--- src/logic/ldfc_defines.svh ---
// Offsets, field positions, reset values and timing counts for the laser drive block.
// Assumes a 40 MHz clock and 32-bit APB on the loader side.
`ifndef LDFC_DEFINES_SVH
`define LDFC_DEFINES_SVH
`define LDFC_IMAGE_BYTES 1986
`define LDFC_ADDR_CONFIG 8'h0A
`define LDFC_ADDR_PWR_A 8'h1A
`define LDFC_ADDR_PWR_B 8'h1B
`define LDFC_ADDR_BIN 8'h2C
`define LDFC_CFG_MODE_BIT 0
`define LDFC_CFG_RESET 8'h00
`define LDFC_FRAME_CYCLES 16'h1388
`define LDFC_EXPOSE_CYCLES 16'h03E8
`define LDFC_TEST_CYCLES 8'h10
`define LDFC_APB_CTRL 12'h000
`define LDFC_APB_STATUS 12'h004
`define LDFC_APB_MASK 12'h008
`define LDFC_APB_WDATA 12'h00C
`define LDFC_APB_REGWR 12'h010
`define LDFC_APB_REGRD 12'h014
`define LDFC_ST_DONE 0
`define LDFC_ST_FAULT 1
`endif

--- src/logic/ldfc_pkg.sv ---
// Types shared by both ends of the laser drive link.
// Assumes the defines header is compiled alongside.
package ldfc_pkg;
  typedef enum logic [2:0] {
    LDFC_BOOT = 3'b001,
    LDFC_RUN = 3'b010,
    LDFC_TEST = 3'b100
  } ldfc_dev_state_t;
  typedef enum logic [2:0] {
    LDFC_IDLE = 3'b001,
    LDFC_LOAD = 3'b010,
    LDFC_DONE = 3'b100
  } ldfc_host_state_t;
endpackage

--- src/logic/ldfc_link_if.sv ---
// Link between the loader and the laser drive device.
// Assumes one clock shared by both ends.
interface ldfc_link_if;
  logic burstValid;
  logic [7:0] burstData;
  logic regWrite;
  logic [7:0] regAddr;
  logic [7:0] regData;
  logic [7:0] regRdata;
  logic loaded;
  logic faulted;
  logic power_down_n;
  modport device (input burstValid, input burstData, input regWrite, input regAddr,
    input regData, input power_down_n, output regRdata, output loaded, output faulted);
  modport host (output burstValid, output burstData, output regWrite, output regAddr,
    output regData, output power_down_n, input regRdata, input loaded, input faulted);
endinterface

--- src/logic/ldfc_device.sv ---
// Laser drive and fault control end: program store, drive mode, fault cut-off, self test.
// Assumes the loader obeys the link and that fault sense inputs are synchronous.
//
// Summary of operation
// - Device accepts program download after every reset.
// - Image is exactly 1986 bytes, all stored.
// - Continuous mode: laser on unless powered down.
// - Gated mode: laser on only during exposure.
// - One config bit selects mode; gated by default.
// - Controller keeps gated mode except calibration.
// - Supply enable low normally, high on fault.
// - Short to ground disables laser current source.
// - Writing power config A starts a self test.
// - Test checks short ground, supply, detector.
// - Controller writes safe power values.
// - Calibrate at full duty, then trim power.
//
// Decided for this implementation: register access over APB.
`include "ldfc_defines.svh"
module ldfc_device (
  // Clock and reset.
  input wire logic clk,
  input wire logic rst_n,
  // Link to the loader.
  ldfc_link_if.device link,
  // Analogue fault senses.
  input wire logic rbinShortGnd,
  input wire logic laserShortGnd,
  input wire logic laserShortVdd,
  input wire logic detectorOk,
  // Laser controls.
  output logic laserCurrentOn,
  output logic laser_supply_enable_n,
  output logic [7:0] laserPowerCfgA,
  output logic [7:0] laserPowerCfgB
);
  logic [7:0] progMem [0:`LDFC_IMAGE_BYTES-1];
  logic [10:0] loadCount;
  ldfc_pkg::ldfc_dev_state_t state;
  logic [7:0] configBits;
  logic [7:0] binMatch;
  logic [15:0] frameCount;
  logic [7:0] testCount;
  logic testFail;
  logic faultLatched;
  logic loadedReg;
  logic [7:0] rdataReg;
  // Written into memory once the loader presents each byte.
  wire storeByte = (state == ldfc_pkg::LDFC_BOOT) && link.burstValid;
  wire lastByte = storeByte && (loadCount == 11'(`LDFC_IMAGE_BYTES - 1));
  wire running = (state != ldfc_pkg::LDFC_BOOT);
  wire writeCfg = running && link.regWrite && (link.regAddr == `LDFC_ADDR_CONFIG);
  wire writePwrA = running && link.regWrite && (link.regAddr == `LDFC_ADDR_PWR_A);
  wire writePwrB = running && link.regWrite && (link.regAddr == `LDFC_ADDR_PWR_B);
  wire writeBin = running && link.regWrite && (link.regAddr == `LDFC_ADDR_BIN);
  wire continuousMode = configBits[`LDFC_CFG_MODE_BIT];
  wire exposing = (frameCount < `LDFC_EXPOSE_CYCLES);
  // A detector that fails its own check is treated as a fault: failing safe beats
  // trusting a monitor that might never fire.
  wire testBad = laserShortGnd || laserShortVdd || !detectorOk;
  wire liveFault = rbinShortGnd || laserShortGnd;
  wire testing = (state == ldfc_pkg::LDFC_TEST);
  wire startTest = (state == ldfc_pkg::LDFC_RUN) && writePwrA;
  wire driveWanted = running && !testing && link.power_down_n &&
    (continuousMode || exposing);
  wire [7:0] next_rdata = (link.regAddr == `LDFC_ADDR_CONFIG) ? configBits :
    (link.regAddr == `LDFC_ADDR_PWR_A) ? laserPowerCfgA :
    (link.regAddr == `LDFC_ADDR_PWR_B) ? laserPowerCfgB :
    (link.regAddr == `LDFC_ADDR_BIN) ? binMatch : 8'h00;

  assign link.loaded = loadedReg;
  assign link.regRdata = rdataReg;
  assign link.faulted = laser_supply_enable_n;

  always_ff @(posedge clk) begin
    if (storeByte) begin
      progMem[loadCount] <= link.burstData;
    end
  end

  always_ff @(posedge clk or negedge rst_n) begin
    if (!rst_n) begin
      state <= ldfc_pkg::LDFC_BOOT;
    end else begin
      case (state)
        ldfc_pkg::LDFC_BOOT: begin
          if (lastByte) begin
            state <= ldfc_pkg::LDFC_RUN;
          end
        end
        ldfc_pkg::LDFC_RUN: begin
          if (startTest) begin
            state <= ldfc_pkg::LDFC_TEST;
          end
        end
        ldfc_pkg::LDFC_TEST: begin
          if (testCount == 8'h01) begin
            state <= ldfc_pkg::LDFC_RUN;
          end
        end
        default: state <= ldfc_pkg::LDFC_BOOT;
      endcase
    end
  end

  always_ff @(posedge clk or negedge rst_n) begin
    if (!rst_n) begin
      loadCount <= 11'h000;
    end else if (storeByte) begin
      loadCount <= loadCount + 11'h001;
    end
  end

  always_ff @(posedge clk or negedge rst_n) begin
    if (!rst_n) begin
      loadedReg <= 1'b0;
    end else if (lastByte) begin
      loadedReg <= 1'b1;
    end
  end

  always_ff @(posedge clk or negedge rst_n) begin
    if (!rst_n) begin
      testCount <= 8'h00;
    end else if (startTest) begin
      testCount <= `LDFC_TEST_CYCLES;
    end else if (testing) begin
      testCount <= testCount - 8'h01;
    end
  end

  always_ff @(posedge clk or negedge rst_n) begin
    if (!rst_n) begin
      configBits <= `LDFC_CFG_RESET;
    end else if (writeCfg) begin
      configBits <= link.regData;
    end
  end

  always_ff @(posedge clk or negedge rst_n) begin
    if (!rst_n) begin
      laserPowerCfgA <= 8'h00;
    end else if (writePwrA) begin
      laserPowerCfgA <= link.regData;
    end
  end

  always_ff @(posedge clk or negedge rst_n) begin
    if (!rst_n) begin
      laserPowerCfgB <= 8'h00;
    end else if (writePwrB) begin
      laserPowerCfgB <= link.regData;
    end
  end

  always_ff @(posedge clk or negedge rst_n) begin
    if (!rst_n) begin
      binMatch <= 8'h00;
    end else if (writeBin) begin
      binMatch <= link.regData;
    end
  end

  always_ff @(posedge clk or negedge rst_n) begin
    if (!rst_n) begin
      rdataReg <= 8'h00;
    end else begin
      rdataReg <= next_rdata;
    end
  end

  always_ff @(posedge clk or negedge rst_n) begin
    if (!rst_n) begin
      frameCount <= 16'h0000;
    end else if (frameCount == `LDFC_FRAME_CYCLES - 16'h0001) begin
      frameCount <= 16'h0000;
    end else begin
      frameCount <= frameCount + 16'h0001;
    end
  end

  // The fault latch holds until reset, so a short that clears by itself never
  // re-arms the laser unseen.
  always_ff @(posedge clk or negedge rst_n) begin
    if (!rst_n) begin
      faultLatched <= 1'b0;
    end else if (liveFault || testFail) begin
      faultLatched <= 1'b1;
    end
  end

  always_ff @(posedge clk or negedge rst_n) begin
    if (!rst_n) begin
      testFail <= 1'b0;
    end else if (testing && testBad) begin
      testFail <= 1'b1;
    end
  end

  always_ff @(posedge clk or negedge rst_n) begin
    if (!rst_n) begin
      laserCurrentOn <= 1'b0;
    end else begin
      laserCurrentOn <= driveWanted && !faultLatched && !liveFault;
    end
  end

  always_ff @(posedge clk or negedge rst_n) begin
    if (!rst_n) begin
      laser_supply_enable_n <= 1'b0;
    end else begin
      laser_supply_enable_n <= faultLatched || liveFault;
    end
  end
endmodule // ldfc_device

--- src/flat_wrapper.sv ---
// flat-port wrapper written by rule: the top's interface ports become plain ports
module ldfc_device_flat 
  (clk, rst_n, rbinShortGnd, laserShortGnd, laserShortVdd, detectorOk, laserCurrentOn, laser_supply_enable_n, laserPowerCfgA, laserPowerCfgB, link_burstValid, link_burstData, link_regWrite, link_regAddr, link_regData, link_power_down_n, link_regRdata, link_loaded, link_faulted);
  ldfc_link_if link_i ();
  input wire logic clk;
  input wire logic rst_n;
  input wire logic rbinShortGnd;
  input wire logic laserShortGnd;
  input wire logic laserShortVdd;
  input wire logic detectorOk;
  output logic laserCurrentOn;
  output logic laser_supply_enable_n;
  output logic [7:0] laserPowerCfgA;
  output logic [7:0] laserPowerCfgB;
  input wire logic [$bits(link_i.burstValid)-1:0] link_burstValid;
  input wire logic [$bits(link_i.burstData)-1:0] link_burstData;
  input wire logic [$bits(link_i.regWrite)-1:0] link_regWrite;
  input wire logic [$bits(link_i.regAddr)-1:0] link_regAddr;
  input wire logic [$bits(link_i.regData)-1:0] link_regData;
  input wire logic [$bits(link_i.power_down_n)-1:0] link_power_down_n;
  output wire logic [$bits(link_i.regRdata)-1:0] link_regRdata;
  output wire logic [$bits(link_i.loaded)-1:0] link_loaded;
  output wire logic [$bits(link_i.faulted)-1:0] link_faulted;
  assign link_i.burstValid = link_burstValid;
  assign link_i.burstData = link_burstData;
  assign link_i.regWrite = link_regWrite;
  assign link_i.regAddr = link_regAddr;
  assign link_i.regData = link_regData;
  assign link_i.power_down_n = link_power_down_n;
  assign link_regRdata = link_i.regRdata;
  assign link_loaded = link_i.loaded;
  assign link_faulted = link_i.faulted;
  ldfc_device u_core (.clk(clk), .rst_n(rst_n), .link(link_i), .rbinShortGnd(rbinShortGnd), .laserShortGnd(laserShortGnd), .laserShortVdd(laserShortVdd), .detectorOk(detectorOk), .laserCurrentOn(laserCurrentOn), .laser_supply_enable_n(laser_supply_enable_n), .laserPowerCfgA(laserPowerCfgA), .laserPowerCfgB(laserPowerCfgB));
endmodule
--- config.mk ---
export PLATFORM = sky130hd
export DESIGN_NAME = ldfc_device_flat
export DESIGN_NICKNAME = d
export VERILOG_FILES = /design/src/logic/ldfc_pkg.sv /design/src/logic/ldfc_link_if.sv /design/src/logic/ldfc_device.sv /design/src/flat_wrapper.sv
export VERILOG_INCLUDE_DIRS = /design/src /design/src/logic
export SDC_FILE = /design/constraint.sdc
export NUM_CORES = 1
export LEC_CHECK = 0
export BUFFER_PORTS_ARGS = -buffer_cell sky130_fd_sc_hd__buf_4
export CAP_MARGIN = 5
export CORE_MARGIN = 2
export CORE_UTILIZATION = 55
export CTS_BUF_LIST = sky130_fd_sc_hd__clkbuf_8
export CTS_CLUSTER_SIZE = 12
export DETAILED_ROUTE_END_ITERATION = 16
export PLACE_DENSITY_LB_ADDON = 0.3
export SETUP_SLACK_MARGIN = 0.2
export SYNTH_ARGS = -nofsm -noshare
export SYNTH_HDL_FRONTEND = slang
export SYNTH_SLANG_ARGS = --single-unit
--- constraint.sdc ---
create_clock -name clk -period 4.9 [get_ports clk]
set_input_delay 0 -clock clk [delete_from_list [all_inputs] [get_ports clk]]
set_output_delay 0 -clock clk [all_outputs]
set_load 0.02 [all_outputs]
==> Word level (Yosys, flattened, before mapping) <==
Index checks and enable logic that the tools add are counted.
{ "word_totals": {"ff_bits": 83, "wordCells": 69, "in_bits": 33, "output_inout_bits": 28} }
{ "classes": {"n_reduce_logical": 26, "addsub": 3, "n_eq_ne": 14, "n_mux": 11, "order_cmp": 1} }
{ "op_table": {"columns": ["operator", "n"], "rows": [
  ["$mux 8", 6],
  ["$add 16x1->16 const B", 1],
  ["$eq 16x13->1 const B", 1],
  ["$eq 8x5->1 const B", 2],
  ["$lt 16x10->1 const B", 1],
  ["$mux 16", 1],
  ["$logic_and 1x1->1", 14],
  ["$add 11x1->11 const B", 1],
  ["$eq 11x11->1 const B", 1],
  ["$mux 3", 3],
  ["$pmux 3 s3", 1],
  ["$eq 8x1->1 const B", 1],
  ["$eq 8x4->1 const B", 1],
  ["$eq 8x6->1 const B", 1],
  ["$sub 8x1->8 const B", 1],
  ["$logic_or 1x1->1", 6],
  ["$logic_not 1->1", 4],
  ["$ne 2x1->1 const B", 2],
  ["$eq 3x1->1 const B", 1],
  ["$eq 3x2->1 const B", 1],
  ["$eq 3x3->1 const B", 1],
  ["$ne 3x1->1 const B", 1],
  ["$reduce_and 3->1", 1],
  ["$ne 2x2->1 const B", 1],
  ["$reduce_bool 2->1", 1]
]} }

==> Longest topological paths before layout <==
Gate-level depths: netlist of run 1.
{ "depth": {"ltp_word": 7, "mapped_depth": 6, "depth_no_buf": 6} }

==> Least setup slack after synthesis of run 1 <==
No wires, ideal clock.
{ "synth_timing": {"path_type": "flip-flop to flip-flop", "startpoint": "reg u_core.testCount[4]", "endpoint": "reg u_core.state[2]", "slack_ns": 3.155, "synth_period_minus_slack_ns": 1.745, "path_stages_with_launch": 4, "t_required_ns": 4.781, "arrival_ns": 1.626, "setup_time_ns": 0.119, "path_buffers": 0, "cell_sequence": "dfrtp_1 or4_4 or4b_4 a21o_2"} }
{ "synth_via": {"elab_chain_cells": 3} }
{ "synth_rtl": {"columns": ["item", "line_no", "source"], "rows": [
  ["start, declared", "ldfc_device.sv:43", "logic [7:0] testCount;"],
  ["start signal, assigned", "ldfc_device.sv:126", "testCount <= `LDFC_TEST_CYCLES;"],
  ["start signal, assigned", "ldfc_device.sv:128", "testCount <= testCount - 8'h01;"],
  ["$eq 8x1->1", "ldfc_device.sv:97", "if (testCount == 8'h01) begin"],
  ["$ne 2x2->1 (no line)", null, null],
  ["$reduce_and 3->1 (no line)", null, null],
  ["end signal, assigned", "ldfc_device.sv:93", "state <= ldfc_pkg::LDFC_TEST;"],
  ["end signal, assigned", "ldfc_device.sv:98", "state <= ldfc_pkg::LDFC_RUN;"],
  ["end signal, assigned", "ldfc_device.sv:101", "default: state <= ldfc_pkg::LDFC_BOOT;"],
  ["end, declared", "ldfc_device.sv:39", "ldfc_pkg::ldfc_dev_state_t state;"]
]} }
Every way passes these cells.
A chain may end at the register's enable or synchronous reset.

==> Worst setup path after layout of run 1 <==
{ "layout_timing": {"startpoint": "reg u_core.testCount[4]", "endpoint": "reg u_core.state[1]"} }
Same word-level chain as after synthesis.

==> results.md, run 1 <==
* Layout area overhead at 21.2%
* Worst-path clk slew at ~0.090 ns
* TritonCTS clock tree: done
* Drt drc at 0
* H-tree depth at 3
* Peak supply drop at around 220 µV
* WL per Instance at 15.7 µm
* Maximum clock path buffer count at 2
* Yosys cell types at between 40 and 50
* Pre-CTS WS at 2.98 ns
* Slew HR at 31.9%
* Total power at roughly 1.4 mW
* Hold WS at just over 0.06 ns
* Diodes inserted at 0
* Gpl congestion at about 0.83
* Final Slew Violations at 0
* Total wire length at roughly 7500 µm
* Crit path required time at 5.18 ns
* Drt first pass iters at 6
* Final Hold Fails at 0
* HPWL Detailed at 4950 µm
* Tightest Pin Transition at ~1 ns
* Leak at roughly 2.2 nW
* Die area at around 0.0075 mm²
* Max cap viols at 0
* Crit path cell chain: or4_4 -> or4b_4 -> a21oi_2 -> o2bb2ai_1
* First-pass GRT wire length at between 10,000 and 15,000 µm
* Die Wd at a little under 90 µm
* RSZ-0062 raised after global routing: no
* Worst reg-to-reg setup slack at between 3 and 4 ns
* Largest stage delay on the critical path at around 0.56 ns
* TritonCTS buffer count at 9
* Syn. warnings at 0
* Clock sink total at 83
* Startpoint Class: flip-flop
* Layout cells sized above 1 at between 20 and 30%
* I/O pin total at 61
* Worst path top cell family by delay: simple AND/OR/NAND/NOR gates
* Grt ovf at 0
* Ys flop type: dfrtp_1
* FFs w/ async S/R, synth at 100%
* Worst hold-check path type: input pin to flip-flop
* CTS Root Buffer Type: clkbuf_8
* Layout Cells excl Fill at approximately 480
* Final worst slack at about 3.0 ns
* Critical path class: flip-flop to flip-flop
* Synth Net Count at 368
* Total core area at about 0.0067 mm²
* NumNets Final at about 440
* Critical path's slowest cell: or4_4
* Number of global-route vias before repair at 2,720
* Post-Synthesis Cells at 330
* Status: complete, no violations
* DP Cell Count at around 450
* Worst r2r src: u_core.testCount[4]$_DFFE_PN0P_
* R2R depth at 4
* Synth area leader: dfrtp_1
* DRT iter0 DRCs at 140
* Layout Skew at 0.00895 ns
* R2r endpoint: u_core.state[1]$_DFFE_PN0P_
* Share of the core filled with cells at between 60% and 70%
* Starting density of the core at 56.2%
* Share of the synthesized area in the top cell type at a little over half
* FF+latch count, synth at between 80 and 90
* Final period utilization at 37.9%
* Post-Synthesis Cell Area at 0.00377 mm²
* Die height at approximately 87 µm
* Clk_lat worst skew at 0.36 ns
* Total global routing track utilization at around 22%
* Multi-input logic area at roughly 0.0016 mm²
* Crit path depth at 4
* Crit path launch: u_core.testCount[4]$_DFFE_PN0P_
* Sequential area share after synthesis at a little under three fifths
* Top cells by area, synth: dfrtp_1 (54%), mux2_2 (9.5%), nand2_1 (3.8%)
* Site Rows at 30
* Reg area at between 0.002 and 0.0025 mm²
* Final instance area at 0.00457 mm²
* Pwr dens at slightly above 300 mW/mm²
* WP data arrival at between 2 and 2.5 ns
* # fillers at around 510
* Crit path buf inv count at 0
* DR vias/cell at ~5.6
* Post-route ant nets at 0
* Min Tclk post-route at 1.86 ns
* DP Area at 0.00422 mm²
* Final setup viols at 0
* Vias at 2,705
* Crit Path Max Fanout at 4
* FMAX at ~0.54 GHz
* Worst setup EP type: flip-flop
* Largest net degree at the start of global routing at 84
* Initial antenna violation count at 0
* Setup repair bufs after CTS at 0
* Syn avg cell area at around 11 µm²
* Fin Setup TNS at 0 ns
* Port Buffers at between 50 and 60
* Worst Setup EP: u_core.state[1]$_DFFE_PN0P_
* Number of synthesized flops with an enable pin at 0
how the worst min path moves through the flow:
| stage | startpoint | end | slack (ns) | depth (start not counted) |
|---|---|---|---|---|
| after floorplan | rst_n | u_core.binMatch[0]$_DFFE_PN0P_ | -0.30 | 0 |
| after global placement | rst_n | u_core.testCount[3]$_DFFE_PN0P_ | 0.23 | 1 |
| after detailed placement | rst_n | u_core.testCount[3]$_DFFE_PN0P_ | 0.23 | 1 |
| after CTS | laserShortVdd | u_core.testFail$_DFFE_PN0P_ | 0.005 | 4 |
| after global routing | laserShortVdd | u_core.testFail$_DFFE_PN0P_ | 0.08 | 4 |
| final | link_regAddr[0] | u_core.link.regRdata[6]$_DFF_PN0_ | 0.06 | 4 |
sequential cells by signal, summed over array words and instances, names as in the netlist, 3 cells and up:
signal,cells
u_core.frameCount,16
u_core.configBits,8
u_core.laserPowerCfgB,8
u_core.binMatch,8
u_core.laserPowerCfgA,8
u_core.link.regRdata,8
u_core.loadCount,11
u_core.state,3
u_core.testCount,8
layout by cell type (no fill, tap or decap), types with 2 or more instances in the layout:
cell type       n
nor3b_2         2
nor4bb_1        3
nor2_1         28
or3_2           2
bufinv_16       2
dlygate4sd3_1  14
buf_4          53
a21oi_1        13
clkinv_2        3
nand2_1        38
ha_1            5
nor3_1          7
or2_2           3
dfrtp_1        82
o211ai_1        6
nand3_1         6
inv_1           6
nand4_1        12
or3_1           2
o21ai_0         4
nor4_1          2
and4_1          4
mux2i_1         2
and2_1          4
xnor2_1        15
a22oi_1         2
xor2_1         13
clkinv_4        2
nand2b_1        3
mux2_2         32
and3_1          6
clkbuf_8        9
area by class of cell:
class / count / share of cell area, %
Sequential cell: 83 / 45.4
Multi-Input combinational cell: 230 / 35.4
Timing Repair Buffer: 67 / 11.8
Clock buffer: 9 / 2.71
Tap cell: 80 / 2.19
Clock inverter: 7 / 2.02
Inverter: 6 / 0.492
what timing repair did:
| action | in CTS | in global routing |
|---|---|---|
| hold endpoints to repair | 117 | 0 |
| hold buffers | 14 | 0 |
| resized for setup | 0 | 0 |
report_power, final:
group / switching (mW) / internal, mW / total, mW
clock network: 0.246 / 0.286 / 0.532
registers: 0.0356 / 0.714 / 0.750
logic: 0.0541 / 0.0562 / 0.110
worst register-to-register path, delay by kind of cell, from the launching register on:
| kind | cells | cell delay (ns) |
|---|---|---|
| and+or+nand+nor | 2 | 1.07 |
| DFF | 1 | 0.42 |
| AOI/OAI and AO/OA | 2 | 0.30 |
metal layers:
metal	track usage (%)	wire length, µm	part of all wire, %
met5	0	0	0
met4	9.80	142	1.9
met3	4.19	359	4.8
met2	35.9	3670	49
met1	28.2	3370	45
cell families after synthesis:
kind of cell	after synthesis	share of synthesized area [%]
AND/OR/NAND/NOR	130	18.9
flip-flops	83	55.1
buffers and inverters	17	2.06
AO/OA/AOI/OAI	33	5.70
XOR/XNOR	28	6.50
adder cells (fa/ha/maj)	5	1.66
multiplexers	34	10.1
cell usage after synthesis, types with 2 or more instances:
| master | number |
|---|---|
| o211ai_1 | 6 |
| inv_1 | 6 |
| buf_4 | 2 |
| nand3_1 | 6 |
| nor4bb_1 | 3 |
| o21ai_0 | 4 |
| and3_1 | 6 |
| nor3b_2 | 2 |
| and4_1 | 4 |
| nor4_1 | 2 |
| xor2_1 | 13 |
| nand2_1 | 38 |
| xnor2_1 | 15 |
| ha_1 | 5 |
| nand2b_1 | 3 |
| a22oi_1 | 2 |
| or3_2 | 2 |
| and2_1 | 4 |
| nor3_1 | 7 |
| buf_2 | 5 |
| mux2_2 | 32 |
| or3_1 | 2 |
| a21oi_1 | 13 |
| nand4_1 | 12 |
| nor2_1 | 28 |
| dfrtp_1 | 82 |
| or2_2 | 3 |
| mux2i_1 | 2 |
| clkbuf_1 | 3 |
No activity file was read; power rests on OpenSTA's default activity.
==> inputs of run 2 (changes only) <==
- clock period: 4.9 -> 1.8 ns (I/O delays scaled with it)
==> run 2 against run 1 <==
  * Clock-buffer cell count did not move
  * Routed wire length grew 9.9%
  * Non-clock buffer count up 32
  * Design area up 9.6%
  * Via count is 5.3% higher
==> results.md, run 2 (same netlist as run 1, synthesis figures left out) <==
* Status: complete, no violations
* Diodes inserted at 0 (unchanged)
* Layout area overhead at 32.8%
* FMAX at 0.560 GHz (+4.1%)
* Peak supply drop at 626 µV (+190%)
* R2r endpoint: u_core.state[1]$_DFFE_PN0P_
* Largest net degree at the start of global routing at 44 (-48%)
* Site Rows at 30 (unchanged)
* Total core area at 0.00672 mm² (unchanged)
* Total wire length at 8290 µm (+9.9%)
* Pwr dens at 746 mW/mm² (+140%)
* H-tree depth at 3 (unchanged)
* Layout Skew at 0.0138 ns (+0.00482 ns)
* Total global routing track utilization at 21.8% (-0.045 points)
* TritonCTS clock tree: done
* HP Start: link_regAddr[0]
* Commonest non-fill, non-tap cell in the layout: dfrtp_1
* Clk_lat worst skew at 0.36 ns (about the same)
* Total power at 3.74 mW (+170%)
* I/O pin total at 61 (unchanged)
* Die height at 86.8 µm (unchanged)
* Final Slew Violations at 0 (unchanged)
* Drt drc at 0 (unchanged)
* Initial antenna violation count at 0 (unchanged)
* Die area at 0.00754 mm² (unchanged)
* Hold Path Depth at 4 (unchanged)
* Worst path top cell family by delay: simple AND/OR/NAND/NOR gates
* Largest registers: u_core.frameCount: 16 flops, u_core.loadCount: 11 flops
* RSZ-0062 raised after global routing: yes
* Post-route ant nets at 0 (unchanged)
* Number of global-route vias before repair at 2,847 (+4.7%)
* Crit path cell chain: or4_4 -> or4b_4 -> a21oi_2 -> o2bb2ai_2
* Crit path buf inv count at 0 (unchanged)
* Port Buffers at 52 (unchanged)
* Final Hold Fails at 0 (unchanged)
* Final worst slack at 0.0140 ns (-3.03 ns)
* Starting density of the core at 56.2% (unchanged)
* Worst setup EP type: flip-flop
* WL per Instance at 16.1 µm (+3.1%)
* Final period utilization at 99.2% (+61 points)
* Layout cells sized above 1 at 38.7% (+9.4 points)
* Crit path required time at 2.09 ns (-3.09 ns)
* Critical path class: flip-flop to flip-flop
* Worst reg-to-reg setup slack at 0.01 ns (-3.03 ns)
* Worst hold endpoint: u_core.link.regRdata[3]$_DFF_PN0_
* Gpl congestion at 0.768 (-7.4%)
* Crit path launch: u_core.testCount[5]$_DFFE_PN0P_
* Worst-path clk slew at 0.09 ns (about the same)
* Largest stage delay on the critical path at 0.54 ns (-0.02 ns)
* Final setup viols at 0 (unchanged)
* DR vias/cell at 5.54 (-1.2%)
* NumNets Final at 467 (+7.4%)
* TritonCTS buffer count at 9 (unchanged)
* Clock sink total at 83 (unchanged)
* Drt first pass iters at 4 (-2)
* R2R depth at 4 (unchanged)
* HPWL Detailed at 5230 µm (+5.8%)
* Share of the core filled with cells at 74.6% (+6.5 points)
* DRT iter0 DRCs at 152 (+8.6%)
* Startpoint Class: flip-flop
* Grt ovf at 0 (unchanged)
* Final instance area at 0.00501 mm² (+9.6%)
* Crit Path Max Fanout at 2 (-2)
* Slew HR at 65.1% (+33 points)
* Tightest Pin Transition at 0.523 ns (-0.499 ns)
* Critical path's slowest cell: or4_4
* WP data arrival at 2.07 ns (-0.07 ns)
* Commonest cells after routing, fill and taps aside: dfrtp_1 (80), buf_4 (74), nand2_1 (37), nor2_1 (27)
* DP Area at 0.00436 mm² (+3.5%)
* Biggest register: u_core.frameCount
* Pre-CTS WS at 0.00814 ns (-2.98 ns)
* CTS Root Buffer Type: clkbuf_8
* Max reg flops at 16 (unchanged)
* Worst r2r src: u_core.testCount[5]$_DFFE_PN0P_
* Vias at 2,849 (+5.3%)
* Hold WS at 0.0757 ns (+0.0136 ns)
* Min Tclk post-route at 1.79 ns (-0.0726 ns)
* Worst hold-check path type: input pin to flip-flop
* First-pass GRT wire length at 12,900 µm (+1.0%)
* Die Wd at 86.8 µm (unchanged)
* Maximum clock path buffer count at 2 (unchanged)
* Max cap viols at 0 (unchanged)
* Leak at 2.44 nW (+9.8%)
run 2: cell types whose count changed in the layout (fill, tap and decap cells not counted), moves of 4 or more:
| cell | previous run | this run |
|---|---|---|
| mux2_4 | 0 | 16 |
| nor3_1 | 7 | 3 |
| nor3_2 | 0 | 4 |
| buf_6 | 0 | 9 |
| buf_4 | 53 | 74 |
| mux2_2 | 32 | 16 |
run 2: metrics by stage:
step | TNS, ns | cells
after floorplan | 0 | 330
after global placement | 0 | 470
after detailed placement | 0 | 470
after CTS | 0 | 506
after global routing | -0.0192 | 514
final | 0 | 514
run 2: repair_timing:
item	4_1_cts	5_1_grt
pin swaps	3	12
hold buffers	15	0
buffers inserted	5	8
endpoints found under the hold margin	75	0
setup endpoints to repair	40	52
gates resized for setup	6	43
run 2: layout make-up:
cell class / count / area (µm²)
well taps: 80 / 100
flip-flops and latches: 83 / 2080
clock buffers: 9 / 124
inverters: 6 / 22.5
multi-input cells: 230 / 1780
fillers: 447 / 1710
clock inverters: 7 / 76.3
repair buffers: 99 / 827
run 2: worst max path at each step:
| stage | to | slack [ns] | depth (start not counted) |
|---|---|---|---|
| final | u_core.state[1]$_DFFE_PN0P_ | 0.01 | 4 |
| after floorplan | u_core.state[2]$_DFFE_PN0P_ | 0.06 | 3 |
| after CTS | u_core.state[1]$_DFFE_PN0P_ | 0.04 | 4 |
| after detailed placement | u_core.state[1]$_DFFE_PN0P_ | 0.008 | 4 |
| after global routing | u_core.state[1]$_DFFE_PN0P_ | -0.02 | 4 |
| after global placement | u_core.state[1]$_DFFE_PN0P_ | 0.03 | 4 |
run 2: worst reg2reg max path, cell delays in order, from the launching register on:
cell and delay (ns):
dfrtp_1 0.39, or4_4 0.54, or4b_4 0.52, a21oi_2 0.15, o2bb2ai_2 0.11
run 2: report_power, final:
group / switching (mW) / internal (mW)
clock network: 0.704 / 0.650
registers: 0.100 / 1.94
logic: 0.160 / 0.180
total: 0.964 / 2.78
run 2: per-layer routing:
layer | up-vias | part of all wire (%) | track usage (%)
met5 | - | 0 | 0
met1 | 1411 | 43 | 28.2
li1 | 1350 | - | -
met4 | 0 | 2.1 | 9.52
met2 | 72 | 50 | 36.0
met3 | 16 | 4.4 | 4.00
